## config.mk

```make
export PLATFORM = sky130hd
export DESIGN_NAME = spls_port
export DESIGN_NICKNAME = d
export VERILOG_FILES = /design/src/spls_pkg.sv /design/src/spls_fifo_if.sv /design/src/spls_fifo.sv /design/src/spls_evt_det.sv /design/src/spls_port.sv
export SDC_FILE = /design/constraint.sdc
export NUM_CORES = 1
export LEC_CHECK = 0
export BUFFER_PORTS_ARGS = -buffer_cell sky130_fd_sc_hd__buf_2
export CAP_MARGIN = 20
export CORE_MARGIN = 2
export CORE_UTILIZATION = 35
export CTS_BUF_LIST = sky130_fd_sc_hd__clkbuf_16
export DETAILED_ROUTE_END_ITERATION = 8
export PLACE_DENSITY = 0.54
export SYNTH_ARGS = -nofsm -noshare
export SYNTH_HDL_FRONTEND = slang
export SYNTH_HIERARCHICAL = 1
export SYNTH_SLANG_ARGS = --single-unit
```

## constraint.sdc

```tcl
create_clock -name core_clk -period 4.1 [get_ports core_clk]
set_input_delay 0.41 -clock core_clk [delete_from_list [all_inputs] [get_ports core_clk]]
set_output_delay 0.41 -clock core_clk [all_outputs]
set_load 0.03 [all_outputs]
```

## src/spls_pkg.sv

```systemverilog
package spls_pkg;

    // ****************************************
    // Widths and FIFO depth
    // ****************************************
    localparam int DW         = 8;
    localparam int SW         = 16;
    localparam int CW         = 4;
    localparam int PW         = 2;
    localparam int BW         = 8;
    localparam int RPW        = 8;
    localparam int FIFO_DEPTH = 8;

    // ****************************************
    // Reset values
    // ****************************************
    localparam logic [CW-1:0] CONN_ID_RST  = 4'h0;
    localparam logic [PW-1:0] PORT_SEL_RST = 2'h0;

    // ****************************************
    // Requests, responses, reasons, states
    // ****************************************
    typedef enum logic [2:0] {
        OP_CONNECT = 3'h0,
        OP_LISTEN  = 3'h1,
        OP_SEND    = 3'h2,
        OP_RECEIVE = 3'h3,
        OP_CLOSE   = 3'h4,
        OP_RESET   = 3'h5
    } spls_op_e;

    typedef enum logic [1:0] {
        RSP_GOOD         = 2'h0,
        RSP_INVALID_CONN = 2'h1,
        RSP_PORT_IN_USE  = 2'h2,
        RSP_RCV_PENDING  = 2'h3
    } spls_rsp_e;

    typedef enum logic {
        closed_by_request_reason = 1'b0,
        sense_deasserted_reason  = 1'b1
    } spls_rsn_e;

    typedef enum logic [1:0] {
        ST_IDLE    = 2'b00,
        ST_OPEN    = 2'b01,
        ST_CLOSING = 2'b11
    } spls_st_e;

endpackage

```

## src/spls_fifo_if.sv

```systemverilog
`timescale 1ns/1ns
interface spls_fifo_if #(parameter int W = 8) ();
    logic         in_valid;
    logic         in_ready;
    logic [W-1:0] in_data;
    logic         out_valid;
    logic         out_ready;
    logic [W-1:0] out_data;
    logic         afull;
    logic         flush;

    modport fill  (output in_valid, in_data, flush, out_ready,
                   input  in_ready, afull, out_valid, out_data);
    modport store (input  in_valid, in_data, flush, out_ready,
                   output in_ready, afull, out_valid, out_data);
endinterface

```

## src/spls_fifo.sv

```systemverilog
`timescale 1ns/1ns
module spls_fifo
    import spls_pkg::*;
#(
    parameter int W = 8,
    parameter int D = 8
) (
    input wire logic core_clk,
    input wire logic sys_rst,
    spls_fifo_if.store f
);
    localparam int AW = $clog2(D);

    logic [W-1:0] mem [D];
    logic [AW:0]  wr_r;
    logic [AW:0]  rd_r;
    logic [AW:0]  lvl;
    wire          push = f.in_valid && f.in_ready;
    wire          pop  = f.out_valid && f.out_ready;

    assign lvl         = wr_r - rd_r;
    assign f.in_ready  = (lvl != D[AW:0]);
    assign f.out_valid = (lvl != '0);
    assign f.afull     = (lvl >= D[AW:0] - 1'b1);
    assign f.out_data  = mem[rd_r[AW-1:0]];

    always_ff @(posedge core_clk) begin
        if (push) begin
            mem[wr_r[AW-1:0]] <= f.in_data;
        end
    end

    always_ff @(posedge core_clk) begin
        if (sys_rst || f.flush) begin
            wr_r <= '0;
            rd_r <= '0;
        end else begin
            wr_r <= wr_r + {{AW{1'b0}}, push};
            rd_r <= rd_r + {{AW{1'b0}}, pop};
        end
    end
endmodule // spls_fifo

```

## src/spls_evt_det.sv

```systemverilog
`timescale 1ns/1ns
module spls_evt_det
    import spls_pkg::*;
#(
    parameter int N = 1
) (
    input  wire logic         core_clk,
    input  wire logic         sys_rst,
    input  wire logic [N-1:0] lvl,
    output logic      [N-1:0] rise,
    output logic      [N-1:0] fall
);
    logic [N-1:0] prev_r;

    assign rise = lvl & ~prev_r;
    assign fall = ~lvl & prev_r;

    always_ff @(posedge core_clk) begin
        if (sys_rst) begin
            prev_r <= '0;
        end else begin
            prev_r <= lvl;
        end
    end
endmodule // spls_evt_det

```

## src/spls_port.sv

```systemverilog
// How it works
// - Connect or listen opens the connection at once, no peer exchange.
// - Connect or listen sends nothing on the line.
// - Every accepted connect or listen raises the connected indication.
// - Connected indication may come no later than the request answer.
// - Only one connection exists; a single state holds it.
// - Further connect or listen while connected answers local port in use.
// - Local port selects the interconnect port; remote port is ignored.
// - Port assigns the connection id and checks it on later requests.
// - Send size counts encoded characters; exactly that many are sent unless a reset or sense fall aborts the send.
// - A receive never hands up more characters than its maximum.
// - Received indication returns the receive buffer and actual count.
// - After close, all accepted send characters still go out.
// - After close, characters arriving on the line are dropped.
// - While closing with data left, receives are still served.
// - Closed indication only after all received data went upward.
// - Closed reason is closed_by_request_reason or sense deasserted.
// - Reset local port selects which port sends the reset.
// - Reset received handled as port logout or hard reset.
// - Reset received indication names the port that got the reset.
// - Sense line falling may close the connection.
// - Second receive before received indication answers receive pending.
`timescale 1ns/1ns
module spls_port
    import spls_pkg::*;
(
    input  wire logic           core_clk,
    input  wire logic           sys_rst,
    input  wire logic           req_valid,
    input  wire logic [2:0]     req_op,
    input  wire logic [PW-1:0]  req_local_port,
    input  wire logic [RPW-1:0] req_remote_port,
    input  wire logic [CW-1:0]  req_conn,
    input  wire logic [BW-1:0]  req_buf,
    input  wire logic [SW-1:0]  req_size,
    output logic                req_ready,
    output logic                rsp_valid,
    output logic [1:0]          rsp_code,
    output logic [CW-1:0]       rsp_conn,
    input  wire logic           tx_valid,
    input  wire logic [DW-1:0]  tx_data,
    output logic                tx_ready,
    output logic                up_rx_valid,
    output logic [DW-1:0]       up_rx_data,
    output logic                ind_connected,
    output logic                ind_received,
    output logic [BW-1:0]       ind_rcv_buf,
    output logic [SW-1:0]       ind_rcv_count,
    output logic                ind_closed,
    output logic                ind_close_reason,
    output logic [CW-1:0]       ind_conn,
    output logic                ind_reset_rcvd,
    output logic [PW-1:0]       ind_reset_port,
    input  wire logic           cfg_hard_reset,
    output logic                hard_reset_pulse,
    output logic [PW-1:0]       port_sel,
    output logic                line_tx_valid,
    output logic [DW-1:0]       line_tx_data,
    input  wire logic           line_tx_ready,
    input  wire logic           line_rx_valid,
    input  wire logic [DW-1:0]  line_rx_data,
    output logic                line_rx_ready,
    input  wire logic           sense_in,
    input  wire logic [1:0]     reset_line_in,
    output logic                reset_line_out,
    output logic [PW-1:0]       reset_out_port
);
    // ****************************************
    // State
    // ****************************************
    spls_st_e       st_r, st_nxt;
    logic [CW-1:0]  conn_r;
    logic [PW-1:0]  port_r;
    logic           reason_r;
    logic           snd_busy_r;
    logic [SW-1:0]  snd_left_r;
    logic           rcv_busy_r;
    logic [SW-1:0]  rcv_max_r;
    logic [SW-1:0]  rcv_cnt_r;
    logic [BW-1:0]  rcv_buf_r;
    logic           req_ready_r, rsp_valid_r, tx_ready_r;
    logic [1:0]     rsp_code_r;
    logic           up_rx_valid_r, ind_connected_r, ind_received_r, ind_closed_r;
    logic [DW-1:0]  up_rx_data_r, line_tx_data_r;
    logic           ind_reset_rcvd_r, hard_reset_r, line_tx_valid_r;
    logic           line_rx_ready_r, reset_line_out_r;
    logic [PW-1:0]  ind_reset_port_r, reset_out_port_r;
    logic [1:0]     rst_rise;
    logic           sense_fall;
    logic           unused_sense_rise;
    logic [1:0]     unused_rst_fall;

    spls_fifo_if #(.W(DW)) tx_if ();
    spls_fifo_if #(.W(DW)) rx_if ();

    spls_fifo #(.W(DW), .D(FIFO_DEPTH)) u_tx_fifo (
        .core_clk (core_clk),
        .sys_rst  (sys_rst),
        .f        (tx_if)
    );
    spls_fifo #(.W(DW), .D(FIFO_DEPTH)) u_rx_fifo (
        .core_clk (core_clk),
        .sys_rst  (sys_rst),
        .f        (rx_if)
    );
    spls_evt_det #(.N(3)) u_evt (
        .core_clk (core_clk),
        .sys_rst  (sys_rst),
        .lvl      ({sense_in, reset_line_in}),
        .rise     ({unused_sense_rise, rst_rise}),
        .fall     ({sense_fall, unused_rst_fall})
    );

    // ****************************************
    // Request decode
    // ****************************************
    wire take       = req_valid && req_ready_r;
    wire is_conn_op = (req_op == OP_CONNECT) || (req_op == OP_LISTEN);
    wire id_ok      = (st_r != ST_IDLE) && (req_conn == conn_r);
    wire conn_ok    = take && is_conn_op && (st_r == ST_IDLE);
    wire send_ok    = take && (req_op == OP_SEND) && id_ok && (st_r == ST_OPEN);
    wire rcv_ok     = take && (req_op == OP_RECEIVE) && id_ok && !rcv_busy_r;
    wire close_ok   = take && (req_op == OP_CLOSE) && id_ok && (st_r == ST_OPEN);
    wire rst_req    = take && (req_op == OP_RESET);
    wire rst_hit    = |rst_rise;
    wire drop       = rst_hit;
    wire sense_cls  = sense_fall && (st_r == ST_OPEN) && !drop;
    wire [PW-1:0] rst_port = rst_rise[0] ? 2'h0 : 2'h1;

    logic [1:0] imm_code;
    always_comb begin
        imm_code = RSP_GOOD;
        case (req_op)
            OP_CONNECT, OP_LISTEN: imm_code = conn_ok ? RSP_GOOD : RSP_PORT_IN_USE;
            OP_SEND:    imm_code = send_ok ? RSP_GOOD : RSP_INVALID_CONN;
            OP_RECEIVE: imm_code = !id_ok ? RSP_INVALID_CONN
                                 : (rcv_busy_r ? RSP_RCV_PENDING : RSP_GOOD);
            OP_CLOSE:   imm_code = close_ok ? RSP_GOOD : RSP_INVALID_CONN;
            default:    imm_code = RSP_GOOD;
        endcase
    end

    // ****************************************
    // Send path
    // ****************************************
    wire tx_push   = tx_valid && tx_ready_r;
    wire send_done = snd_busy_r && tx_push && (snd_left_r == 16'h0001);
    wire send_abrt = snd_busy_r && !send_done && (drop || sense_cls);
    wire send_long = send_ok && (req_size != 16'h0000);
    wire snd_busy_nxt = send_long || (snd_busy_r && !send_done && !send_abrt);
    wire tx_pop    = tx_if.out_valid && (!line_tx_valid_r || line_tx_ready);

    assign tx_if.in_valid  = tx_push;
    assign tx_if.in_data   = tx_data;
    assign tx_if.flush     = drop && cfg_hard_reset;
    assign tx_if.out_ready = tx_pop;

    // ****************************************
    // Receive path
    // ****************************************
    wire rx_pop    = rcv_busy_r && rx_if.out_valid && (rcv_cnt_r < rcv_max_r);
    wire rcv_fin   = rcv_busy_r && ((rcv_cnt_r == rcv_max_r)
                     || (!rx_if.out_valid && (rcv_cnt_r != 16'h0000)));
    wire closed_now = (st_r == ST_CLOSING) && !rx_if.out_valid
                      && !(rcv_busy_r && (rcv_cnt_r != 16'h0000)) && !drop;

    assign rx_if.in_valid  = line_rx_valid && (st_r == ST_OPEN);
    assign rx_if.in_data   = line_rx_data;
    assign rx_if.flush     = drop;
    assign rx_if.out_ready = rx_pop;

    // ****************************************
    // Connection state
    // ****************************************
    always_comb begin
        st_nxt = st_r;
        case (st_r)
            ST_IDLE:    st_nxt = conn_ok ? ST_OPEN : ST_IDLE;
            ST_OPEN:    st_nxt = (close_ok || sense_cls) ? ST_CLOSING : ST_OPEN;
            ST_CLOSING: st_nxt = closed_now ? ST_IDLE : ST_CLOSING;
            default:    st_nxt = ST_IDLE;
        endcase
        if (drop) begin
            st_nxt = ST_IDLE;
        end
    end

    always_ff @(posedge core_clk) begin
        if (sys_rst) begin
            st_r     <= ST_IDLE;
            conn_r   <= CONN_ID_RST;
            port_r   <= PORT_SEL_RST;
            reason_r <= closed_by_request_reason;
        end else begin
            st_r <= st_nxt;
            if (conn_ok) begin
                conn_r <= conn_r + 4'h1;
                port_r <= req_local_port;
            end
            if (close_ok || sense_cls) begin
                reason_r <= sense_cls ? sense_deasserted_reason : closed_by_request_reason;
            end
        end
    end

    always_ff @(posedge core_clk) begin
        if (sys_rst) begin
            snd_busy_r <= 1'b0;
            snd_left_r <= '0;
            tx_ready_r <= 1'b0;
        end else begin
            snd_busy_r <= snd_busy_nxt;
            snd_left_r <= send_ok ? req_size : (snd_left_r - {15'h0000, tx_push});
            tx_ready_r <= snd_busy_nxt && !tx_if.afull && !tx_if.flush;
        end
    end

    always_ff @(posedge core_clk) begin
        if (sys_rst) begin
            rcv_busy_r <= 1'b0;
            rcv_cnt_r  <= '0;
            rcv_max_r  <= '0;
            rcv_buf_r  <= '0;
        end else begin
            rcv_busy_r <= rcv_ok || (rcv_busy_r && !rcv_fin && !closed_now && !drop);
            rcv_cnt_r  <= rcv_ok ? 16'h0000 : (rcv_cnt_r + {15'h0000, rx_pop});
            if (rcv_ok) begin
                rcv_max_r <= req_size;
                rcv_buf_r <= req_buf;
            end
        end
    end

    // ****************************************
    // Registered outputs
    // ****************************************
    always_ff @(posedge core_clk) begin
        if (sys_rst) begin
            req_ready_r      <= 1'b0;
            rsp_valid_r      <= 1'b0;
            rsp_code_r       <= RSP_GOOD;
            ind_connected_r  <= 1'b0;
            ind_received_r   <= 1'b0;
            ind_closed_r     <= 1'b0;
            up_rx_valid_r    <= 1'b0;
            up_rx_data_r     <= '0;
            line_rx_ready_r  <= 1'b0;
            ind_reset_rcvd_r <= 1'b0;
            ind_reset_port_r <= '0;
            hard_reset_r     <= 1'b0;
            reset_line_out_r <= 1'b0;
            reset_out_port_r <= '0;
        end else begin
            req_ready_r      <= !snd_busy_nxt;
            rsp_valid_r      <= (take && !send_long) || send_done || send_abrt;
            rsp_code_r       <= send_abrt ? RSP_INVALID_CONN : (send_done ? RSP_GOOD : imm_code);
            ind_connected_r  <= conn_ok;
            ind_received_r   <= rcv_fin && !drop;
            ind_closed_r     <= closed_now;
            up_rx_valid_r    <= rx_pop;
            up_rx_data_r     <= rx_pop ? rx_if.out_data : up_rx_data_r;
            line_rx_ready_r  <= !rx_if.afull;
            ind_reset_rcvd_r <= rst_hit;
            ind_reset_port_r <= rst_hit ? rst_port : ind_reset_port_r;
            hard_reset_r     <= rst_hit && cfg_hard_reset;
            reset_line_out_r <= rst_req;
            reset_out_port_r <= rst_req ? req_local_port : reset_out_port_r;
        end
    end

    always_ff @(posedge core_clk) begin
        if (sys_rst) begin
            line_tx_valid_r <= 1'b0;
            line_tx_data_r  <= '0;
        end else if (tx_pop) begin
            line_tx_valid_r <= 1'b1;
            line_tx_data_r  <= tx_if.out_data;
        end else if (line_tx_ready) begin
            line_tx_valid_r <= 1'b0;
        end
    end

    assign req_ready        = req_ready_r;
    assign rsp_valid        = rsp_valid_r;
    assign rsp_code         = rsp_code_r;
    assign rsp_conn         = conn_r;
    assign tx_ready         = tx_ready_r;
    assign up_rx_valid      = up_rx_valid_r;
    assign up_rx_data       = up_rx_data_r;
    assign ind_connected    = ind_connected_r;
    assign ind_received     = ind_received_r;
    assign ind_rcv_buf      = rcv_buf_r;
    assign ind_rcv_count    = rcv_cnt_r;
    assign ind_closed       = ind_closed_r;
    assign ind_close_reason = reason_r;
    assign ind_conn         = conn_r;
    assign ind_reset_rcvd   = ind_reset_rcvd_r;
    assign ind_reset_port   = ind_reset_port_r;
    assign hard_reset_pulse = hard_reset_r;
    assign port_sel         = port_r;
    assign line_tx_valid    = line_tx_valid_r;
    assign line_tx_data     = line_tx_data_r;
    assign line_rx_ready    = line_rx_ready_r;
    assign reset_line_out   = reset_line_out_r;
    assign reset_out_port   = reset_out_port_r;
endmodule // spls_port

```

==> results.cfg, run 1 <==
[clock_tree]
postCtsResizedCells = 0
worstSkewPairLatency_ns = 0.53
hold_buffers = 0
cts-root-buf = clkbuf_16
cts_buffer_depth = 3
cts_sinks = 247
cts_buffers = 28
cts_tree = yes
htree_levels = 1
cts.clk_slew.worst_paths_ns = 0.06
post_cts_buffers = 0

[layout]
finalNonFillerCells = 1409
utilization_pct = 42.6
fin_area_sq_um = 12600
nNetsFinal = 1103
multi_input_area_sq_um = 3900
seq_area_sq_um = 6230
syn_to_final_growth_pct = 20.5
layout-drive-gt1-share_pct = 23.6
fillCellCount = 2827

[setup_path]
worstSetupStartpointType = flip-flop
critPathKind = reg2reg
reg2reg_slack_ns = 0.60
cp_max_fo = 6
cp.required_ns = 4.53
cp.arrival_ns = 3.92
cp-end-kind = flip-flop

[drt]
ant_nets = 0
viasPerCell = 4.92
wl_per_cell_um = 16.9
wl_met1_um = 10800
drt_iter0_markers = 397
wl_met2_um = 11300
dr.max_layer_used = met5
vias = 6936
drt_wl_total_um = 23900
drc = 0
route.met3.wl_um = 1120
dr.pass1.iters = 4

[timing]
fin_crit_sh_pct = 85.4
finalWorstSetupSlack_ns = 0.600
fin_tns_setup_ns = 0
fmax_mhz = 286
finalCriticalPeriod_ns = 3.50
final-max-slew-violation-count = 0
hold_ws_ns = 0.0846
grt_setup_unrepaired = no
setup_viol = 0
maxSlewHeadroom_pct = 25.0
hold_viol = 0
tightest_slew_ns = 1.12
skew_ns = 0.00729

[power_and_ir_drop]
leakage_nw = 4.82
p_int_mw = 4.28
power_density_nw_per_um2 = 425
peakVddDrop_uv = 305
swShare_pct = 19.9
pwr-share-comb_pct = 2.4
clkPwrFrac_pct = 48.9
switchingPower_mw = 1.06
p_seq_share_pct = 48.7
fin_total_pwr_mw = 5.35

[global_route]
grt_usage_pct = 15.2
grt_antenna_before_repair = 2
overflow = 0
first_global_vias = 6831
grt_first_pass_wirelength_um = 37400
grt_max_degree = 60

[floorplanning]
die_x_um = 177
io_pins = 136
die-area_sq_um = 31200
core_area_sq_um = 29500
rows = 63
start_util_pct = 35.4
die_h_um = 177

[placement]
place_area_sq_um = 11600
io_buffer_count = 126
dpl.hpwl_um = 16000
place_congestion = 0.760
dp_slack_ns = 0.596
dpl.cell_count = 1358

[status]
outcome = complete, no violations

[min_path]
hold_class = in2reg

[yosys]
yosysWarnings = 6
postSynthAreaPerCell_sq_um = 12.3
syn-num-nets = 955
netlist_instances = 851
syn_area_sq_um = 10400

[job]
cap_violations = 0
==> worst paths after layout <==
kind | cells past startpoint | from | end
worst max-delay path | 17 | u_rx_fifo/wr_r[0] | ind_rcv_count[11]
worst min-delay path | 2 | req_buf[2] | ind_rcv_buf[2]
worst max register to register | 17 | u_rx_fifo/wr_r[0] | ind_rcv_count[11]
worst min register to register | 2 | line_tx_data[5] | line_tx_data[5]
==> cell usage in the layout (no fill, tap or decap), types with 28 or more instances in the layout <==
master,count
buf_2,126
buf_4,28
clkbuf_16,29
dfxtp_1,119
edfxtp_1,128
ha_1,35
inv_1,38
mux4_2,32
nand2_1,116
nor2_1,58
nor3_1,31
xnor2_1,29
==> power groups by stage <==
stage / clock network [mW] / registers, mW / logic, mW
2_1_floorplan: 0 / 2.67 / 0.0436
3_3_place_gp: 0 / 2.66 / 0.129
3_5_place_dp: 0 / 2.66 / 0.130
4_1_cts: 2.69 / 2.61 / 0.130
5_1_grt: 2.77 / 2.61 / 0.141
6_report: 2.61 / 2.61 / 0.129
==> flip-flops by register name (all words and copies together), names as in the netlist, 8 cells and up <==
signal / count
ind_rcv_count: 16
snd_left_r: 16
rcv_max_r: 16
u_rx_fifo/mem: 64
u_tx_fifo/mem: 64
line_tx_data: 8
ind_rcv_buf: 8
up_rx_data: 8
==> final cells by class <==
class | instances | share of cell area (%)
Inverter | 36 | 1.07
Multi-Input combinational cell | 531 | 31.0
Antenna cell | 1 | 0.0199
Sequential cell | 247 | 49.5
Clock buffer | 29 | 5.77
Clock inverter | 20 | 1.91
Timing Repair Buffer | 155 | 6.81
Tap cell | 390 | 3.88
==> critical path, cell delays in order, from the launching register on <==
cell and delay, ns:
dfxtp_1 0.36, inv_1 0.10, ha_1 0.16, inv_1 0.05, fa_1 0.37, xnor2_1 0.16
and3b_1 0.19, nand2_1 0.08, nand2_1 0.06, a211oi_1 0.15, o21ai_0 0.13, nor4_2 0.33
ha_1 0.23, nand3_1 0.17, nor3_1 0.44, and3_1 0.24, xnor2_1 0.12, nor2_1 0.05
==> layer usage <==
layer	vias to the layer above	track usage (%)
met2	131	25.4
li1	3382	-
met4	2	4.17
met5	-	0
met3	39	2.96
met1	3382	20.3
Power figures use the tool's default switching activity.
==> inputs of run 2 (changes only) <==
--- a/config.mk
+++ b/config.mk
@@ -11,7 +11,7 @@
 export CORE_UTILIZATION = 35
 export CTS_BUF_LIST = sky130_fd_sc_hd__clkbuf_16
 export DETAILED_ROUTE_END_ITERATION = 8
-export PLACE_DENSITY = 0.54
+export PLACE_DENSITY = 0.52
 export SYNTH_ARGS = -nofsm -noshare
 export SYNTH_HDL_FRONTEND = slang
 export SYNTH_HIERARCHICAL = 1
==> constraint.sdc (replaced) <==
create_clock -name core_clk -period 3.63 [get_ports core_clk]
set_input_delay 0.363 -clock core_clk [delete_from_list [all_inputs] [get_ports core_clk]]
set_output_delay 0.363 -clock core_clk [all_outputs]
set_load 0.03 [all_outputs]
==> run 2 against run 1 <==
  * Power up 4.3%
  * Critical path depth unchanged
  * Cell area down 1.1%
  * Sequential power up 13%
  * Non-clock buffer count up 3
  * Routed wire length up 1.5%
  * Critical path type unchanged
==> results.cfg, run 2 (synthesis gave the netlist of run 1 again) <==
[timing]
tightest_slew_ns = 1.05
skew_ns = 0.0231
final-max-slew-violation-count = 0
fmax_mhz = 304
setup_viol = 0
hold_viol = 0
fin_tns_setup_ns = 0
finalCriticalPeriod_ns = 3.29
maxSlewHeadroom_pct = 29.9
fin_crit_sh_pct = 90.6
grt_setup_unrepaired = no

[floorplanning]
die_h_um = 177
core_area_sq_um = 29500
io_pins = 136
start_util_pct = 35.4
rows = 63
die_x_um = 177
die-area_sq_um = 31200

[setup_path]
cp.required_ns = 4.02
critPathKind = reg2reg
cp-startpoint = u_rx_fifo/wr_r[0]
worstSetupStartpointType = flip-flop
r2r-start = u_rx_fifo/wr_r[0]
cp.arrival_ns = 3.67
cp-end-kind = flip-flop
cp_max_fo = 10

[power_and_ir_drop]
switchingPower_mw = 1.21
swShare_pct = 21.7
power_density_nw_per_um2 = 449
p_int_mw = 4.37
peakVddDrop_uv = 313
leakage_nw = 4.76
clkPwrFrac_pct = 44.6
p_seq_share_pct = 52.8
pwr-share-comb_pct = 2.6

[placement]
dpl.hpwl_um = 16000
place_congestion = 0.745
place_area_sq_um = 11600
io_buffer_count = 126

[layout]
multi_input_area_sq_um = 3920
fillCellCount = 2871
antenna_cells = 0
fin_area_sq_um = 12400
layout-drive-gt1-share_pct = 23.3
nNetsFinal = 1105
seq_area_sq_um = 6230
syn_to_final_growth_pct = 19.2
layout_commonest_cell = edfxtp_1
layout_common_cells = edfxtp_1, buf_2, dfxtp_1

[clock_tree]
cts-root-buf = clkbuf_16
htree_levels = 1
cts_buffer_depth = 3
cts_tree = yes
worstSkewPairLatency_ns = 0.55
post_cts_buffers = 0
cts.clk_slew.worst_paths_ns = 0.06
cts_sinks = 247
cts_buffers = 27

[global_route]
grt_first_pass_wirelength_um = 38000
grt_max_degree = 60
first_global_vias = 6894
overflow = 0
grt_antenna_before_repair = 0
grt_usage_pct = 15.6

[drt]
drt_wl_total_um = 24200
drc = 0
vias = 6918
viasPerCell = 4.90
wl_per_cell_um = 17.2
dr.pass1.iters = 4
ant_nets = 0
drt_iter0_markers = 309

[status]
outcome = complete, no violations

[min_path]
hold_class = in2reg
hp-start = req_buf[6]

[job]
cap_violations = 0
## run 2: changes by cell type in the layout (fill, tap and decap cells not counted), sizes merged, moves of 2 or more
cell,change
bufinv,-6
clkinv,+4
inv,+4
buf,+2
## run 2: stage by stage
stage | cells | hold slack (ns) | setup slack [ns] | utilization (%) | total power [mW]
floorplan | 851 | 0.435 | 0.0790 | - | 3.07
global placement | 1361 | 0.444 | 0.276 | 39.4 | 3.15
detailed placement | 1361 | 0.446 | 0.224 | 39.4 | 3.15
CTS | 1412 | 0.00617 | 0.201 | 42.1 | 5.65
global route | 1412 | 0.0289 | 0.0373 | 42.2 | 5.79
finish | 1412 | 0.0371 | 0.343 | 42.2 | 5.58
## run 2: area by class of cell
class	instances	area share, %
clock buffer	28	5.64
multi-input combinational	531	31.5
timing repair buffer	158	7.02
sequential	247	50.1
clock inverter	22	0.745
inverter	36	1.10
tap	390	3.93
## run 2: worst max-delay path: stages (launching register included)
cell	delay (ns)
dfxtp_1	0.31
inv_1	0.08
ha_1	0.16
inv_1	0.05
fa_1	0.37
xnor2_1	0.15
and3b_1	0.19
nand2_1	0.08
nand2_1	0.06
a211oi_1	0.16
o21ai_0	0.14
nor4_2	0.33
buf_4	0.27
a21boi_0	0.25
ha_1	0.21
ha_1	0.16
xnor2_1	0.11
nor3_1	0.06
## run 2: path summary, 6_finish.rpt
check                                          to  slack (ns)  depth (start not counted)
worst max-delay path            u_rx_fifo/rd_r[2]        0.34                         17
worst min-delay path               ind_rcv_buf[6]        0.04                          2
worst max register to register  u_rx_fifo/rd_r[2]        0.34                         17
worst min register to register    line_tx_data[7]        0.45                          2
## run 2: power by group through the flow
stage	combinational (mW)	sequential [mW]	clock [mW]
6_report	0.146	2.94	2.49
2_1_floorplan	0.0493	3.02	0
4_1_cts	0.149	2.94	2.56
3_5_place_dp	0.147	3.00	0
5_1_grt	0.162	2.94	2.68
3_3_place_gp	0.147	3.00	0
## run 2: per-layer routing
metal	routed length, um	track usage (%)	up-vias
li1	-	-	3385
met1	11100	20.9	3370
met2	11500	26.4	129
met4	432	3.89	0
met5	0	0	-
met3	1130	2.64	34
## run 2: repair_timing
item	in CTS	in global routing
setup endpoints to repair	0	6
hold buffers	1	0
hold endpoints to repair	1	0
resized for setup	0	2
